--- config.mk ---
export PLATFORM = sky130hd
export DESIGN_NAME = frc_core
export DESIGN_NICKNAME = d
export VERILOG_FILES = /design/src/core/frc_pkg.sv /design/src/core/frc_tick_div.sv /design/src/core/frc_core.sv
export SDC_FILE = /design/constraint.sdc
export NUM_CORES = 1
export LEC_CHECK = 0
export BUFFER_PORTS_ARGS = -buffer_cell sky130_fd_sc_hd__buf_2
export CORE_MARGIN = 2
export CORE_UTILIZATION = 45
export CTS_CLUSTER_DIAMETER = 150
export CTS_CLUSTER_SIZE = 16
export DETAILED_ROUTE_END_ITERATION = 10
export GPL_TIMING_DRIVEN = 0
export SYNTH_ARGS = -nofsm -noshare
export SYNTH_HDL_FRONTEND = slang
export SYNTH_SLANG_ARGS = --single-unit
--- constraint.sdc ---
create_clock -name clk -period 7.6 [get_ports clk]
set_input_delay 0.76 -clock clk [delete_from_list [all_inputs] [get_ports clk]]
set_output_delay 0.76 -clock clk [all_outputs]
set_load 0.01 [all_outputs]
--- src/core/frc_pkg.sv ---
// Package of constants for the filter restart and conversion timing block
package frc_pkg;
    localparam int CLK_PERIOD_PS = 5000;
    localparam int SYS_PERIOD_PS = 244141;
    localparam int SYS_DIV       = (SYS_PERIOD_PS + CLK_PERIOD_PS - 1) / CLK_PERIOD_PS;
    localparam int MOD_DIV_SYS   = 16;
    localparam int MUL_DIV_SYS   = 2;
    localparam logic [1:0] SYNC_DELAY_SYS = 2'h2;
    localparam logic [1:0] SYNC_PULSE_MUL = 2'h2;
    localparam logic [1:0] ISEL_PULSE_SYS = 2'h2;
    localparam logic [1:0] RCMD_PULSE_SYS = 2'h2;
    localparam logic [5:0] CFG_PULSE_MOD  = 6'h20;
    localparam logic [5:0] START_HOLD_MOD = 6'h20;
    localparam int NUM_RATES = 10;
    localparam int CNT_W     = 20;
    // Index 0..9 = 5, 10, 20, 40, 80, 160, 320, 640, 1000, 2000 SPS
    localparam logic [CNT_W-1:0] FIRST_FAST [NUM_RATES] = '{
        20'd816188, 20'd408124, 20'd204092, 20'd102076, 20'd51068,
        20'd25564,  20'd12796,  20'd6428,   20'd4156,   20'd2108};
    localparam logic [CNT_W-1:0] FIRST_SLOW [NUM_RATES] = '{
        20'd820290, 20'd412226, 20'd208194, 20'd103106, 20'd52098,
        20'd26594,  20'd13314,  20'd6946,   20'd4674,   20'd2370};
    localparam logic [CNT_W-1:0] STEADY [NUM_RATES] = '{
        20'd816128, 20'd408064, 20'd204032, 20'd102016, 20'd51008,
        20'd25504,  20'd12736,  20'd6368,   20'd4096,   20'd2048};
endpackage

--- src/core/frc_tick_div.sv ---
// Enable divider producing one-cycle ticks at a slower rate
`timescale 1ns/100ps
module frc_tick_div #(
    parameter int DIV = 2
) (
    input  wire logic clk,
    input  wire logic rst_n,
    input  wire logic en,
    output logic      tick
);
    localparam int CW = (DIV > 1) ? $clog2(DIV) : 1;
    logic [CW-1:0] cnt_reg;
    logic [CW-1:0] cnt_next;
    logic          tick_next;

    initial begin
        if (DIV < 1) $error("frc_tick_div: DIV must be at least 1");
    end

    // Count enables, emit one tick per DIV of them
    always_comb begin
        cnt_next  = cnt_reg;
        tick_next = 1'b0;
        if (en) begin
            if (cnt_reg == CW'(DIV - 1)) begin
                cnt_next  = '0;
                tick_next = 1'b1;
            end else begin
                cnt_next = cnt_reg + 1'b1;
            end
        end
    end

    always_ff @(posedge clk or negedge rst_n) begin
        if (!rst_n) begin
            cnt_reg <= '0;
            tick    <= 1'b0;
        end else begin
            cnt_reg <= cnt_next;
            tick    <= tick_next;
        end
    end
endmodule // frc_tick_div

--- src/core/frc_core.sv ---
// Filter restart sources, reset pulse timing and conversion length counter
`timescale 1ns/100ps
module frc_core #(
    parameter int SYS_DIV   = frc_pkg::SYS_DIV,
    parameter int MOD_DIV   = frc_pkg::MOD_DIV_SYS,
    parameter int MUL_DIV   = frc_pkg::MUL_DIV_SYS,
    parameter int CONV_SHIFT = 0
) (
    input  wire logic       clk,
    input  wire logic       rst_n,
    input  wire logic       restart_cmd,
    input  wire logic       reset_cmd,
    input  wire logic       leave_sleep_command,
    input  wire logic       reset_pin_n,
    input  wire logic       start_pin,
    input  wire logic       wr_input_select,
    input  wire logic       wr_bias_voltage,
    input  wire logic       wr_reference_control,
    input  wire logic       wr_gain_rate,
    input  wire logic [3:0] rate_sel,
    output logic            filter_rst_n,
    output logic            conv_done,
    output logic            first_conv,
    output logic            slow_first
);
    localparam int CW = frc_pkg::CNT_W;

    initial begin
        if (CONV_SHIFT < 0 || CONV_SHIFT > 10) $error("frc_core: CONV_SHIFT out of range");
        if (SYS_DIV < 1 || MOD_DIV < 1 || MUL_DIV < 1) $error("frc_core: dividers must be >= 1");
    end

    // Conversion length in system ticks, shortened only for simulation
    function automatic logic [CW-1:0] conv_len(input logic [3:0] rate, input logic first,
                                               input logic slow);
        logic [3:0]    idx;
        logic [CW-1:0] len;
        idx = (rate > 4'h9) ? 4'h9 : rate;
        if (!first)
            len = frc_pkg::STEADY[idx];
        else if (slow)
            len = frc_pkg::FIRST_SLOW[idx];
        else
            len = frc_pkg::FIRST_FAST[idx];
        return len >> CONV_SHIFT;
    endfunction

    logic sys_tick;
    logic mod_tick;
    logic mul_tick;

    // Slower rates are tick enables cascaded from the system tick
    frc_tick_div #(
        .DIV   (SYS_DIV)
    ) u_sys (
        .clk   (clk),
        .rst_n (rst_n),
        .en    (1'b1),
        .tick  (sys_tick)
    );

    // Modulator tick; pulses that count it start with a partial period
    frc_tick_div #(
        .DIV   (MOD_DIV)
    ) u_mod (
        .clk   (clk),
        .rst_n (rst_n),
        .en    (sys_tick),
        .tick  (mod_tick)
    );

    // Multiplier tick, one clock behind the system tick that feeds it
    frc_tick_div #(
        .DIV   (MUL_DIV)
    ) u_mul (
        .clk   (clk),
        .rst_n (rst_n),
        .en    (sys_tick),
        .tick  (mul_tick)
    );

    logic [1:0]    sync_dly_reg,  sync_dly_next;
    logic [1:0]    sync_cnt_reg,  sync_cnt_next;
    logic [1:0]    isel_cnt_reg,  isel_cnt_next;
    logic [1:0]    rcmd_cnt_reg,  rcmd_cnt_next;
    logic [5:0]    cfg_cnt_reg,   cfg_cnt_next;
    logic [5:0]    start_cnt_reg, start_cnt_next;
    logic          start_prev_reg;
    logic          fast_src;
    logic          slow_src;
    logic          any_rst;

    // Per-source pulse counters; a new trigger reloads and so stretches the pulse
    always_comb begin
        sync_dly_next  = sync_dly_reg;
        sync_cnt_next  = sync_cnt_reg;
        isel_cnt_next  = isel_cnt_reg;
        rcmd_cnt_next  = rcmd_cnt_reg;
        cfg_cnt_next   = cfg_cnt_reg;
        start_cnt_next = start_cnt_reg;
        if (sync_cnt_reg != 2'h0 && mul_tick)
            sync_cnt_next = sync_cnt_reg - 2'h1;
        if (sync_dly_reg != 2'h0 && sys_tick) begin
            sync_dly_next = sync_dly_reg - 2'h1;
            if (sync_dly_reg == 2'h1)
                sync_cnt_next = frc_pkg::SYNC_PULSE_MUL;
        end
        if (restart_cmd)
            sync_dly_next = frc_pkg::SYNC_DELAY_SYS;
        if (isel_cnt_reg != 2'h0 && sys_tick)
            isel_cnt_next = isel_cnt_reg - 2'h1;
        if (wr_input_select)
            isel_cnt_next = frc_pkg::ISEL_PULSE_SYS;
        if (rcmd_cnt_reg != 2'h0 && sys_tick)
            rcmd_cnt_next = rcmd_cnt_reg - 2'h1;
        if (reset_cmd || leave_sleep_command)
            rcmd_cnt_next = frc_pkg::RCMD_PULSE_SYS;
        if (cfg_cnt_reg != 6'h00 && mod_tick)
            cfg_cnt_next = cfg_cnt_reg - 6'h01;
        if (wr_bias_voltage || wr_reference_control || wr_gain_rate)
            cfg_cnt_next = frc_pkg::CFG_PULSE_MOD;
        if (start_cnt_reg != 6'h00 && mod_tick)
            start_cnt_next = start_cnt_reg - 6'h01;
        if (start_pin && !start_prev_reg)
            start_cnt_next = frc_pkg::START_HOLD_MOD;
    end

    always_ff @(posedge clk or negedge rst_n) begin
        if (!rst_n) begin
            sync_dly_reg   <= 2'h0;
            sync_cnt_reg   <= 2'h0;
            isel_cnt_reg   <= 2'h0;
            rcmd_cnt_reg   <= 2'h0;
            cfg_cnt_reg    <= 6'h00;
            start_cnt_reg  <= 6'h00;
            start_prev_reg <= 1'b0;
        end else begin
            sync_dly_reg   <= sync_dly_next;
            sync_cnt_reg   <= sync_cnt_next;
            isel_cnt_reg   <= isel_cnt_next;
            rcmd_cnt_reg   <= rcmd_cnt_next;
            cfg_cnt_reg    <= cfg_cnt_next;
            start_cnt_reg  <= start_cnt_next;
            start_prev_reg <= start_pin;
        end
    end

    // AND of active-low pulses equals OR of active-high ones
    assign fast_src = (sync_cnt_reg != 2'h0) || (isel_cnt_reg != 2'h0);
    assign slow_src = !reset_pin_n || (rcmd_cnt_reg != 2'h0) || (cfg_cnt_reg != 6'h00)
                      || (start_cnt_reg != 6'h00);
    assign any_rst  = fast_src || slow_src;

    logic [CW-1:0] conv_cnt_reg, conv_cnt_next;
    logic          filt_next, done_next, first_next, slow_next, rst_prev_reg;

    // Conversion counter; the first length depends on which sources fired
    always_comb begin
        filt_next     = !any_rst;
        conv_cnt_next = conv_cnt_reg;
        done_next     = 1'b0;
        first_next    = first_conv;
        slow_next     = slow_first;
        if (any_rst) begin
            conv_cnt_next = '0;
            first_next    = 1'b1;
            // A slow source anywhere in the reset window wins
            slow_next     = (rst_prev_reg ? slow_first : 1'b0) | slow_src;
        end else if (sys_tick) begin
            if (conv_cnt_reg == conv_len(rate_sel, first_conv, slow_first) - 1'b1) begin
                conv_cnt_next = '0;
                done_next     = 1'b1;
                first_next    = 1'b0;
            end else begin
                conv_cnt_next = conv_cnt_reg + 1'b1;
            end
        end
    end

    // Power-on counts as a hardware reset: slow first conversion
    always_ff @(posedge clk or negedge rst_n) begin
        if (!rst_n) begin
            conv_cnt_reg <= '0;
            filter_rst_n <= 1'b0;
            conv_done    <= 1'b0;
            first_conv   <= 1'b1;
            slow_first   <= 1'b1;
            rst_prev_reg <= 1'b1;
        end else begin
            conv_cnt_reg <= conv_cnt_next;
            filter_rst_n <= filt_next;
            conv_done    <= done_next;
            first_conv   <= first_next;
            slow_first   <= slow_next;
            rst_prev_reg <= any_rst;
        end
    end
endmodule // frc_core

==> implementation parameters, run 1 <==
Parameter                              Value

Critical path
  Worst setup SP type ... input port
  Kind of end point of the critical path ... flip-flop
  Crit Path Category ... in -> reg
  FF-to-FF Start ... slow_first
  Data required time at the worst endpoint ... around 8000 ps
  Crit path arrival time ... 4560 ps
  Critical path startpoint ... rate_sel[3]
  Max FO, Critical Path ... 10

STA
  RSZ-0062 raised after global routing ... no
  Min cycle time layout ... roughly 4300 ps
  Rel. slew slack ... roughly 50%
  Worst Skew ... around 12 ps
  Fin crit share ... approximately 57%
  Final-report setup violation count ... 0
  Number of hold violations in the final report ... 0
  Setup TNS Final ... 0 ps
  Fmax achieved ... 230.4 MHz
  Final Max Slew Viols ... 0
  Slew at the pin with the worst max-slew slack ... 750.3 ps

Final layout
  Area occupied by registers ... about 1500 um2
  ANT cells ... 0
  Area overhead of the layout relative to synthesis ... 10.80%
  Total area of multi-input combinational cells ... between 2000 and 2500 um2
  Fillcell total ... approximately 830
  Number of standard cells in the final layout excluding fillers ... 589
  Nets ... slightly above 500
  Share of cells above drive strength 1 ... approximately an eighth
  Flip-flop count of the largest register after layout ... 20

Yosys
  Part of the Yosys area used for sequential elements ... around 38%
  Largest area contributor in the netlist ... sky130_fd_sc_hd__dfrtp_1
  Cell types with the highest counts after synthesis ... 57 x sky130_fd_sc_hd__dfrtp_1, 53 x sky130_fd_sc_hd__nor2_1, 30 x sky130_fd_sc_hd__xnor2_1
  Synthesized netlist cell count ... ~450
  Share of Yosys cell area claimed by the top area cell type ... around 36%
  Number of synthesized flops with an enable pin ... 0
  Post-synth net total ... 485
  Largest family of logic cells by synthesized area ... simple AND/OR/NAND/NOR gates
  Post-synthesis xor/xnor area fraction ... between 9 and 10%
  Share of synthesized area spent on multiplexers ... 1.291%
  Most used standard cell by instance count after synthesis ... sky130_fd_sc_hd__dfrtp_1
  Post-synthesis instance area ... around 4000 um2
  Arithmetic-cell share of the synthesized area counting full adders, half adders and majority gates ... approximately 6.6%
  Fraction of the mapped netlist area in compound gates ... around 16%
  Asr flop ratio synth ... between 90% and 100%
  Flops & latches, synth ... 60
  Most common flop cell mapped by yosys ... sky130_fd_sc_hd__dfrtp_1
  Number of synthesis warnings ... 0
  Number of unique standard cell types used by synthesis ... 64
  Post-synthesis share of cell area spent on and, or, nand and nor gates ... approximately 22%
  Area contributors post-synth ... sky130_fd_sc_hd__dfrtp_1 36%, sky130_fd_sc_hd__ha_1 6.6%, sky130_fd_sc_hd__xnor2_1 6.6%, sky130_fd_sc_hd__nor2_1 5.0%, sky130_fd_sc_hd__xor2_1 3.1%
  Post-Synthesis Mean Instance Area ... between 8 and 9 um2

Run
  Number of max-capacitance violations reported ... 0

Floorplanning
  Chip width ... about 98 um
  Boundary pin count ... 19
  Row Count ... 34
  Full die area ... ~9600 um2
  Chip Height ... 97.97 um
  Initial Util ... 46.02%
  Core ar. ... about 8600 um2

Global routing
  Via count of the first global-routing pass ... around 3,200
  Largest net degree at the start of global routing ... slightly above 60
  Fraction of met3 tracks used by global routing ... under 10%
  Antenna violations before repair ... 0
  GRT Overall Usage ... between 20 and 25%
  Global-route wire length before repair ... approximately 16,000 um
  GRT Residual Overflow ... 0
  Met2 Resource Use GR ... between 20% and 30%
  Met1 demand-to-capacity share in global routing ... ~29%
  GRT Max-Usage Layer ... met2

Clock network
  Buffer depth of the longest clock path ... 2
  Quantity of hold-fixing buffers added after cts ... 0
  Clock latency of the later-clocked register in the worst-skew pair ... 340 ps
  CTS clk-pin slew, worst paths ... about 70 ps
  H-tree depth reported by CTS ... 3
  Clock sink count ... 60
  CTS-repair resized insts ... 0
  Setup repair bufs after CTS ... 0
  Root Buffer Master ... sky130_fd_sc_hd__clkbuf_8
  CTS Buf Count ... 9
  CTS tree ... yes

Routing
  Detailed Route Iter0 Violations ... approximately 150
  Wire length per cell after detailed routing ... approximately 15 um
  Final Routed Wirelength ... between 8000 and 9000 um
  Number of iterations in the first detailed-routing pass ... 5
  Via count of the routed design ... ~3,200
  Number of routed nets with antenna violations ... 0
  Number of vias per cell ... between 5 and 6
  DR DRC count ... 0

Power and ir drop
  Leakage power figure ... between 1.5 and 2 nW
  Largest vdd supply drop ... 101.2 uV
  Pwr per Cell Area ... approximately 150 nW/um2

Placed design
  Detailed placement HPWL ... about 6500 um
  GP Congestion ... around 0.94
  Port buffer count ... 16
  Post-placement cell count ... ~570

Hold path
  Type of the most critical hold path ... reg -> reg
  Hold path startpoint ... u_mul.cnt_reg

Run status
  Outcome ... finished clean
[kinds of logic (layout without fill, tap and decap cells)]
| group | after synthesis | count (layout) |
|---|---|---|
| flip-flops | 60 | 60 |
| XOR/XNOR | 44 | 44 |
| AND/OR/NAND/NOR | 173 | 173 |
| multiplexers | 5 | 5 |
| adder cells (fa/ha/maj) | 21 | 21 |
| buffers and inverters | 54 | 86 |
| AO/OA/AOI/OAI | 92 | 92 |
[final timing paths]
check / endpoint / slack [ps] / cells past startpoint
worst max-delay path: conv_cnt_reg[9] / 3260 / 15
worst min-delay path: u_mul.cnt_reg / 450 / 1
worst max register to register: conv_cnt_reg[9] / 4310 / 12
worst min register to register: u_mul.cnt_reg / 450 / 1
max in group asynchronous: conv_cnt_reg[11] / 6620 / 1
min in group asynchronous: rcmd_cnt_reg[0] / 490 / 1
[stage by stage]
step	hold WS, ps	power, mW	worst slack [ps]	util, %	cell area, um2
final	453.8	0.6821	3260	50.99	4403
after global routing	491.6	0.7103	3070	50.99	4403
after CTS	460.3	0.6896	3294	50.96	4400
after detailed placement	447.6	0.3838	2948	48.51	4189
after global placement	444.6	0.3833	2962	48.51	4189
after floorplan	430.9	0.3636	3609	-	3974
[final cells by class]
type / count / share of cell area, %
Buffer: 24 / 2.643
Timing Repair Buffer: 16 / 1.876
Tap cell: 108 / 3.069
Clock buffer: 11 / 3.438
Clock inverter: 5 / 1.364
Multi-Input combinational cell: 335 / 50.87
Inverter: 30 / 2.558
Sequential cell: 60 / 34.19
[cells in the final DEF, fill, tap and decap left out, types with 5 or more instances in the layout]
cell type | netlist | routed
sky130_fd_sc_hd__a211oi_1 | 6 | 6
sky130_fd_sc_hd__nor3_1 | 9 | 9
sky130_fd_sc_hd__nand4_1 | 8 | 8
sky130_fd_sc_hd__a21oi_1 | 22 | 22
sky130_fd_sc_hd__xor2_1 | 14 | 14
sky130_fd_sc_hd__nand3_1 | 13 | 13
sky130_fd_sc_hd__clkbuf_8 | 0 | 11
sky130_fd_sc_hd__nand2_1 | 29 | 29
sky130_fd_sc_hd__nand2b_1 | 9 | 9
sky130_fd_sc_hd__nor4_1 | 5 | 5
sky130_fd_sc_hd__o21ai_0 | 19 | 19
sky130_fd_sc_hd__nor2b_1 | 7 | 7
sky130_fd_sc_hd__xnor2_1 | 30 | 30
sky130_fd_sc_hd__inv_1 | 28 | 28
sky130_fd_sc_hd__or3_1 | 5 | 5
sky130_fd_sc_hd__and3_1 | 11 | 11
sky130_fd_sc_hd__clkbuf_1 | 8 | 8
sky130_fd_sc_hd__nor2_1 | 53 | 53
sky130_fd_sc_hd__ha_1 | 21 | 21
sky130_fd_sc_hd__buf_2 | 12 | 27
sky130_fd_sc_hd__a31oi_1 | 8 | 8
sky130_fd_sc_hd__dfrtp_1 | 57 | 57
sky130_fd_sc_hd__o211ai_1 | 6 | 6
[per-layer routing]
layer	share of wire (%)	vias to the layer above
met5	0	-
met4	0.96	0
li1	-	1622
met2	45	70
met3	4.3	7
met1	50	1534
[report_power, final]
| group | internal (mW) | leakage [nW] | switching, mW |
|---|---|---|---|
| combinational | 0.0210 | 0.985 | 0.0376 |
| clock | 0.170 | 0.106 | 0.134 |
| sequential | 0.320 | 0.799 | 0.0000691 |
| total | 0.510 | 1.89 | 0.172 |
[critical path, stage by stage]
cell	delay (ps)
sky130_fd_sc_hd__buf_2	150
sky130_fd_sc_hd__buf_2	190
sky130_fd_sc_hd__clkbuf_1	250
sky130_fd_sc_hd__a21oi_1	400
sky130_fd_sc_hd__inv_1	170
sky130_fd_sc_hd__ha_1	260
sky130_fd_sc_hd__or3b_2	440
sky130_fd_sc_hd__a221oi_1	380
sky130_fd_sc_hd__mux2i_1	220
sky130_fd_sc_hd__nand4_1	110
sky130_fd_sc_hd__a2111oi_0	410
sky130_fd_sc_hd__o2111ai_1	240
sky130_fd_sc_hd__o31ai_2	270
sky130_fd_sc_hd__buf_4	230
sky130_fd_sc_hd__nor2_1	70
No activity file was read; power rests on OpenSTA's default activity.
==> inputs of run 2 (changes only) <==
--- a/config.mk
+++ b/config.mk
@@ -5,6 +5,7 @@
 export SDC_FILE = /design/constraint.sdc
 export NUM_CORES = 1
 export LEC_CHECK = 0
+export ABC_AREA = 1
 export BUFFER_PORTS_ARGS = -buffer_cell sky130_fd_sc_hd__buf_2
 export CORE_MARGIN = 2
 export CORE_UTILIZATION = 45
==> constraint.sdc (replaced) <==
create_clock -name clk -period 3.5 [get_ports clk]
set_input_delay 0.35 -clock clk [delete_from_list [all_inputs] [get_ports clk]]
set_output_delay 0.35 -clock clk [all_outputs]
set_load 0.01 [all_outputs]
==> run 2 against run 1 <==
Via count rose by 5.3%. Critical path depth rose by 1. Final cell count rose by 16%. Clock-buffer cell count fell by 1. Sequential share of layout area fell by 0.40 points. Clock skew rose by 0.97 ps. Global-route usage fell by 2.2 points. Wire length fell by 12%. Non-clock buffer count fell by 14. Sequential power rose by 120%. Die area rose by 0.34%. First-iteration DRC count fell by 21%.
==> implementation parameters, run 2 <==
Parameter                              Value

Final layout
  Total area of multi-input combinational cells ... 2108 um2 (was 2240 um2)
  Nets ... 609 (was 512)
  Area overhead of the layout relative to synthesis ... 11.74% (was 10.80%)
  ANT cells ... 0 (unchanged)
  Most common cell after layout, fill and taps aside ... sky130_fd_sc_hd__nand2_1 (was sky130_fd_sc_hd__dfrtp_1)
  Area occupied by registers ... 1505 um2 (unchanged)
  Share of cells above drive strength 1 ... 12.11% (was 12.89%)
  Most frequent cells in the layout ... 132 x sky130_fd_sc_hd__nand2_1, 82 x sky130_fd_sc_hd__inv_1, 60 x sky130_fd_sc_hd__nor2_1, 57 x sky130_fd_sc_hd__dfrtp_1, 45 x sky130_fd_sc_hd__nand3_1 (was 57 x sky130_fd_sc_hd__dfrtp_1, 53 x sky130_fd_sc_hd__nor2_1, 30 x sky130_fd_sc_hd__xnor2_1, 29 x sky130_fd_sc_hd__nand2_1, 28 x sky130_fd_sc_hd__inv_1)
  Fillcell total ... 863 (was 826)
  Flip-flop count of the largest register after layout ... 20 (unchanged)

Clock network
  Root Buffer Master ... sky130_fd_sc_hd__clkbuf_8 (unchanged)
  H-tree depth reported by CTS ... 3 (unchanged)
  CTS tree ... yes (unchanged)
  Setup repair bufs after CTS ... 0 (unchanged)
  CTS Buf Count ... 9 (unchanged)
  CTS-repair resized insts ... 0 (unchanged)
  Buffer depth of the longest clock path ... 2 (unchanged)
  Clock sink count ... 60 (unchanged)
  Quantity of hold-fixing buffers added after cts ... 0 (unchanged)
  CTS clk-pin slew, worst paths ... 70 ps (about the same)
  Clock latency of the later-clocked register in the worst-skew pair ... 330 ps (was 340 ps)

Global routing
  Global-route wire length before repair ... 14,260 um (was 15,600 um)
  Antenna violations before repair ... 0 (unchanged)
  GRT Overall Usage ... 17.80% (was 20.03%)
  Largest net degree at the start of global routing ... 61 (unchanged)
  Via count of the first global-routing pass ... 3,167 (was 3,178)
  GRT Residual Overflow ... 0 (unchanged)

Floorplanning
  Initial Util ... 46.18% (was 46.02%)
  Full die area ... 9630 um2 (was 9598 um2)
  Core ar. ... 8636 um2 (unchanged)
  Chip width ... 98.14 um (was 97.97 um)
  Boundary pin count ... 19 (unchanged)
  Chip Height ... 98.14 um (was 97.97 um)
  Row Count ... 34 (unchanged)

Yosys
  Share of Yosys cell area claimed by the top area cell type ... 35.77% (was 35.89%)
  Area contributors post-synth ... sky130_fd_sc_hd__dfrtp_1 36%, sky130_fd_sc_hd__nand2_1 12%, sky130_fd_sc_hd__inv_1 7.7%, sky130_fd_sc_hd__ha_1 6.6%, sky130_fd_sc_hd__nand3_1 5.6% (was sky130_fd_sc_hd__dfrtp_1 36%, sky130_fd_sc_hd__ha_1 6.6%, sky130_fd_sc_hd__xnor2_1 6.6%, sky130_fd_sc_hd__nor2_1 5.0%, sky130_fd_sc_hd__xor2_1 3.1%)
  Number of unique standard cell types used by synthesis ... 36 (was 64)
  Flops & latches, synth ... 60 (unchanged)
  Largest area contributor in the netlist ... sky130_fd_sc_hd__dfrtp_1 (unchanged)
  Most common flop cell mapped by yosys ... sky130_fd_sc_hd__dfrtp_1 (unchanged)
  Post-synthesis instance area ... 3988 um2 (was 3974 um2)
  Synthesized netlist cell count ... 544 (was 449)
  Post-synth net total ... 580 (was 485)
  Part of the Yosys area used for sequential elements ... 37.75% (was 37.88%)
  Most used standard cell by instance count after synthesis ... sky130_fd_sc_hd__nand2_1 (was sky130_fd_sc_hd__dfrtp_1)
  Number of synthesis warnings ... 0 (unchanged)
  Asr flop ratio synth ... 100.0% (unchanged)
  Cell types with the highest counts after synthesis ... 132 x sky130_fd_sc_hd__nand2_1, 82 x sky130_fd_sc_hd__inv_1, 60 x sky130_fd_sc_hd__nor2_1 (was 57 x sky130_fd_sc_hd__dfrtp_1, 53 x sky130_fd_sc_hd__nor2_1, 30 x sky130_fd_sc_hd__xnor2_1)
  Number of synthesized flops with an enable pin ... 0 (unchanged)
  Post-Synthesis Mean Instance Area ... 7.330 um2 (was 8.850 um2)

Routing
  Final Routed Wirelength ... 7913 um (was 8994 um)
  Via count of the routed design ... 3,404 (was 3,233)
  Number of iterations in the first detailed-routing pass ... 4 (was 5)
  Number of vias per cell ... 4.962 (was 5.489)
  DR DRC count ... 0 (unchanged)
  Detailed Route Iter0 Violations ... 115 (was 145)
  Wire length per cell after detailed routing ... 11.53 um (was 15.27 um)
  Number of routed nets with antenna violations ... 0 (unchanged)

STA
  Final-report setup violation count ... 0 (unchanged)
  RSZ-0062 raised after global routing ... no (unchanged)
  Setup TNS Final ... 0 ps (unchanged)
  Slew at the pin with the worst max-slew slack ... 753.6 ps (was 750.3 ps)
  Worst Skew ... 13.40 ps (was 12.43 ps)
  Fin crit share ... between 80% and 90%
  Number of hold violations in the final report ... 0 (unchanged)
  Rel. slew slack ... 49.76% (was 49.98%)
  Min cycle time layout ... 2955 ps
  Worst setup margin ... 545.1 ps (was 3260 ps)
  Fmax achieved ... between 300 and 400 MHz
  Final Max Slew Viols ... 0 (unchanged)

Critical path
  Data required time at the worst endpoint ... 3710 ps (was 7820 ps)
  Critical path startpoint ... first_conv (was rate_sel[3])
  Crit path largest cell delay ... 600 ps (was 440 ps)
  Worst setup SP type ... flip-flop (was input port)
  FF-to-FF Start ... first_conv (was slow_first)
  Critical-path cell list ... nand2_1, buf_2, ha_1, a21oi_1, o211ai_1, nor2_1, nand3_1, nor2_1, nand3_1, nor2_1, nand4_1, nor2_1, nand3_2, nand2_4, buf_6, o21ai_2 (was buf_2, buf_2, clkbuf_1, a21oi_1, inv_1, ha_1, or3b_2, a221oi_1, mux2i_1, nand4_1, a2111oi_0, o2111ai_1, o31ai_2, buf_4, nor2_1)
  Max FO, Critical Path ... 10 (unchanged)
  CP top delay family ... simple AND/OR/NAND/NOR gates (was compound AO/OA/AOI/OAI gates)
  Cell type with the highest occurrence count on the critical path ... sky130_fd_sc_hd__nor2_1 (was sky130_fd_sc_hd__buf_2)
  Crit path arrival time ... 3160 ps (was 4560 ps)
  Slowest cell on the critical path ... sky130_fd_sc_hd__dfstp_2 (was sky130_fd_sc_hd__or3b_2)
  Buf+Inv Stages, Crit Path ... 2 (was 5)
  Crit Path Category ... reg -> reg (was in -> reg)
  Kind of end point of the critical path ... flip-flop (unchanged)

Power and ir drop
  Leakage power figure ... 2.233 nW (was 1.890 nW)
  Pwr per Cell Area ... 350.3 nW/um2 (was 154.9 nW/um2)
  Largest vdd supply drop ... 259.9 uV (was 101.2 uV)

Placed design
  Placement-stage worst setup slack ... 325.4 ps (was 2948 ps)
  Port buffer count ... 18 (was 16)
  GP Congestion ... 0.8823 (was 0.9354)
  Detailed placement HPWL ... 5971 um (was 6462 um)

Run status
  Outcome ... finished clean (unchanged)

Hold path
  Type of the most critical hold path ... in -> async (was reg -> reg)

Run
  Number of max-capacitance violations reported ... 0 (unchanged)
-- run 2: per-layer routing --
layer | vias to the layer above | global-route usage (%) | share of wire, %
li1 | 1798 | - | -
met3 | 6 | 3.436 | 2.8
met1 | 1561 | 24.12 | 49
met5 | - | 0 | 0
met4 | 0 | 5.058 | 0.88
met2 | 39 | 29.29 | 47
-- run 2: metrics by stage --
stage          instances  instance area, um2  hold WS [ps]  util, %  power (mW)
2_1_floorplan        544                3988         54.41        -      0.7868
3_3_place_gp         670                4213         464.7    48.78      0.8274
4_1_cts              686                4453         126.0    51.56       1.579
5_1_grt              686                4456         122.1    51.59       1.635
6_report             686                4456         103.6    51.59       1.561
3_5_place_dp         670                4213         476.1    48.78      0.8290
-- run 2: cell type report --
type	instances	area share, %
Buffer	8	1.067
Clock buffer	10	2.864
Clock inverter	6	2.527
Inverter	87	7.329
Multi-Input combinational cell	389	47.32
Sequential cell	60	33.78
Tap cell	108	3.033
Timing Repair Buffer	18	2.078
-- run 2: cell families (layout without fill, tap and decap cells) --
logic type               Yosys count  count (layout)  synth area share, %
adder cells (fa/ha/maj)           21              21                6.589
XOR/XNOR                          24              24                5.271
AND/OR/NAND/NOR                  272             272                30.12
buffers and inverters             95             129                9.382
AO/OA/AOI/OAI                     72              72                10.89
flip-flops                        60              60                37.75
-- run 2: power by group --
group,total (mW),leakage (nW),switching (mW),internal (mW)
clock network,0.745,0.109,0.272,0.473
registers,0.695,0.799,0.000137,0.694
logic,0.121,1.33,0.0822,0.0391
-- run 2: worst paths after layout --
kind / slack, ps / end / depth (start not counted)
worst max-delay path: 550 / conv_cnt_reg[13] / 16
worst min-delay path: 100 / cfg_cnt_reg[5] / 1
worst max register to register: 550 / conv_cnt_reg[13] / 16
worst min register to register: 490 / cfg_cnt_reg[2] / 1
max in group asynchronous: 2910 / sync_cnt_reg[0] / 1
min in group clk: 140 / start_prev_reg / 1
==> inputs of run 3 (changes only) <==
==> constraint.sdc (replaced) <==
create_clock -name clk -period 3.1 [get_ports clk]
set_input_delay 0.31 -clock clk [delete_from_list [all_inputs] [get_ports clk]]
set_output_delay 0.31 -clock clk [all_outputs]
set_load 0.01 [all_outputs]
==> run 3 against run 2 <==
Maximum frequency grew 3.5%. Clock skew is essentially flat. Critical path depth is the same. Sequential cell count is the same. Setup slack lost 300 ps. Global-route usage is the same.
==> implementation parameters, run 3 (synthesized netlist as in run 2, its figures left out) <==
Parameter                              Value

Final layout
  Cell area after layout ... 4494 um2 (was 4456 um2)
  Final core utilization ... 52.04% (was 51.59%)
  Area overhead of the layout relative to synthesis ... 12.71% (was 11.74%)
  Nets ... 613 (was 609)
  ANT cells ... 0 (unchanged)
  Fillcell total ... 862 (was 863)
  Most common cell after layout, fill and taps aside ... sky130_fd_sc_hd__nand2_1 (unchanged)
  Area occupied by registers ... 1505 um2 (unchanged)
  Flip-flop count of the largest register after layout ... 20 (unchanged)
  Most frequent cells in the layout ... 131 x sky130_fd_sc_hd__nand2_1, 82 x sky130_fd_sc_hd__inv_1, 60 x sky130_fd_sc_hd__nor2_1, 57 x sky130_fd_sc_hd__dfrtp_1, 45 x sky130_fd_sc_hd__nand3_1 (was 132 x sky130_fd_sc_hd__nand2_1, 82 x sky130_fd_sc_hd__inv_1, 60 x sky130_fd_sc_hd__nor2_1, 57 x sky130_fd_sc_hd__dfrtp_1, 45 x sky130_fd_sc_hd__nand3_1)
  Share of cells above drive strength 1 ... 12.89% (was 12.11%)
  Total area of multi-input combinational cells ... 2111 um2 (was 2108 um2)

Clock network
  H-tree depth reported by CTS ... 3 (unchanged)
  Clock latency of the later-clocked register in the worst-skew pair ... 330 ps (about the same)
  CTS tree ... yes (unchanged)
  CTS Buf Count ... 9 (unchanged)
  CTS clk-pin slew, worst paths ... 70 ps (about the same)
  Quantity of hold-fixing buffers added after cts ... 0 (unchanged)
  Root Buffer Master ... sky130_fd_sc_hd__clkbuf_8 (unchanged)
  Clock sink count ... 60 (unchanged)
  Buffer depth of the longest clock path ... 2 (unchanged)

Critical path
  Data required time at the worst endpoint ... 3300 ps (was 3710 ps)
  Crit Path Category ... reg -> reg (unchanged)
  Worst setup SP type ... flip-flop (unchanged)
  Kind of end point of the critical path ... flip-flop (unchanged)
  Max FO, Critical Path ... 10 (unchanged)
  Crit path arrival time ... 3060 ps (was 3160 ps)

STA
  Fin crit share ... 92.09% (was 84.43%)
  Number of hold violations in the final report ... 0 (unchanged)
  Slew at the pin with the worst max-slew slack ... 753.4 ps (was 753.6 ps)
  Min cycle time layout ... 2855 ps (was 2955 ps)
  Final Max Slew Viols ... 0 (unchanged)
  Final-report setup violation count ... 0 (unchanged)
  Worst setup margin ... 245.1 ps (was 545.1 ps)
  Fmax achieved ... 350.3 MHz (was 338.4 MHz)
  Worst Skew ... 13.06 ps (was 13.40 ps)
  Rel. slew slack ... 49.77% (was 49.76%)

Routing
  Final Routed Wirelength ... 7929 um (was 7913 um)
  Number of routed nets with antenna violations ... 0 (unchanged)
  Number of vias per cell ... 4.958 (was 4.962)
  Via count of the routed design ... 3,421 (was 3,404)
  Detailed Route Iter0 Violations ... 124 (was 115)
  Number of iterations in the first detailed-routing pass ... 5 (was 4)
  Wire length per cell after detailed routing ... 11.49 um (was 11.53 um)
  DR DRC count ... 0 (unchanged)

Global routing
  Antenna violations before repair ... 0 (unchanged)
  Largest net degree at the start of global routing ... 61 (unchanged)
  GRT Residual Overflow ... 0 (unchanged)
  GRT Overall Usage ... 17.80% (unchanged)
  Via count of the first global-routing pass ... 3,167 (unchanged)
  Global-route wire length before repair ... 14,260 um (unchanged)

Floorplanning
  Boundary pin count ... 19 (unchanged)
  Initial Util ... 46.18% (unchanged)
  Full die area ... 9630 um2 (unchanged)
  Core ar. ... 8636 um2 (unchanged)
  Row Count ... 34 (unchanged)
  Chip Height ... 98.14 um (unchanged)
  Chip width ... 98.14 um (unchanged)

Placed design
  Placed cell areas ... 4213 um2 (unchanged)
  Port buffer count ... 18 (unchanged)
  Placement-stage worst setup slack ... -34.64 ps (was 325.4 ps)
  Detailed placement HPWL ... 5971 um (unchanged)
  GP Congestion ... 0.8823 (unchanged)

Power and ir drop
  Pwr per Cell Area ... 391.7 nW/um2 (was 350.3 nW/um2)
  Final total power ... 1.761 mW (was 1.561 mW)
  Largest vdd supply drop ... 293.5 uV (was 259.9 uV)
  Leakage power figure ... 2.250 nW (was 2.233 nW)

Run
  Number of max-capacitance violations reported ... 0 (unchanged)

Run status
  Outcome ... finished clean (unchanged)

Hold path
  Type of the most critical hold path ... in -> async (unchanged)
==> run 3: changes by cell type in the layout (fill, tap and decap cells not counted), sizes merged <==
| cell | before | now |
|---|---|---|
| buf | 22 | 26 |
==> run 3: worst max-delay path: stages, from the launching register on <==
cell and delay (ps):
sky130_fd_sc_hd__dfstp_2 610, sky130_fd_sc_hd__nand2_2 90, sky130_fd_sc_hd__buf_4 180, sky130_fd_sc_hd__ha_1 310, sky130_fd_sc_hd__a21oi_1 140, sky130_fd_sc_hd__o211ai_1 100
sky130_fd_sc_hd__nor2_1 120, sky130_fd_sc_hd__nand3_1 90, sky130_fd_sc_hd__nor2_1 110, sky130_fd_sc_hd__nand3_1 100, sky130_fd_sc_hd__nor2_1 130, sky130_fd_sc_hd__nand4_1 120
sky130_fd_sc_hd__nor2_1 150, sky130_fd_sc_hd__nand3_2 140, sky130_fd_sc_hd__nand2_4 130, sky130_fd_sc_hd__buf_8 160, sky130_fd_sc_hd__o21ai_2 60
==> run 3: per-layer routing <==
metal  vias up  track usage [%]  routed length (um)
met5         -                0                   0
met4         0            5.058                  69
met3         6            3.436                 236
met2        45            29.29                3740
met1      1567            24.12                3883
li1       1803                -                   -
==> run 3: stage by stage <==
| step | instances | hold WS (ps) | setup TNS, ps |
|---|---|---|---|
| final | 690 | 63.06 | 0 |
| after floorplan | 544 | 14.41 | 0 |
| after global routing | 690 | 82.12 | -16.90 |
| after detailed placement | 670 | 436.1 | -299.8 |
| after global placement | 670 | 432.4 | 0 |
| after CTS | 686 | 86.02 | 0 |
==> run 3: cell type report <==
| class | instances | share of cell area [%] |
|---|---|---|
| multi-input combinational | 389 | 46.97 |
| sequential | 60 | 33.49 |
| inverter | 87 | 7.266 |
| tap | 108 | 3.007 |
| clock buffer | 10 | 2.840 |
| timing repair buffer | 22 | 2.728 |
| clock inverter | 6 | 2.506 |
| buffer | 8 | 1.197 |
==> run 3: final timing paths <==
kind                                          to  slack, ps           start  cells past startpoint
worst max-delay path            conv_cnt_reg[11]        250      slow_first                     16
worst min-delay path              cfg_cnt_reg[5]         60           rst_n                      1
worst max register to register  conv_cnt_reg[11]        250      slow_first                     16
worst min register to register    cfg_cnt_reg[2]        490  cfg_cnt_reg[2]                      1
max in group asynchronous        sync_cnt_reg[0]       2550           rst_n                      1
min in group clk                  start_prev_reg        100       start_pin                      1
==> run 3: timing repair <==
action	CTS	global route
setup buffers	0	4
gates resized for setup	0	4
endpoints found under the setup margin	0	10
==> run 3: where the power goes <==
part	switching, mW	internal (mW)	total (mW)	leakage [nW]
Sequential	0.000154	0.784	0.784	0.799
Clock	0.306	0.534	0.840	0.109
Combinational	0.0924	0.0442	0.137	1.34
Total	0.398	1.36	1.76	2.25
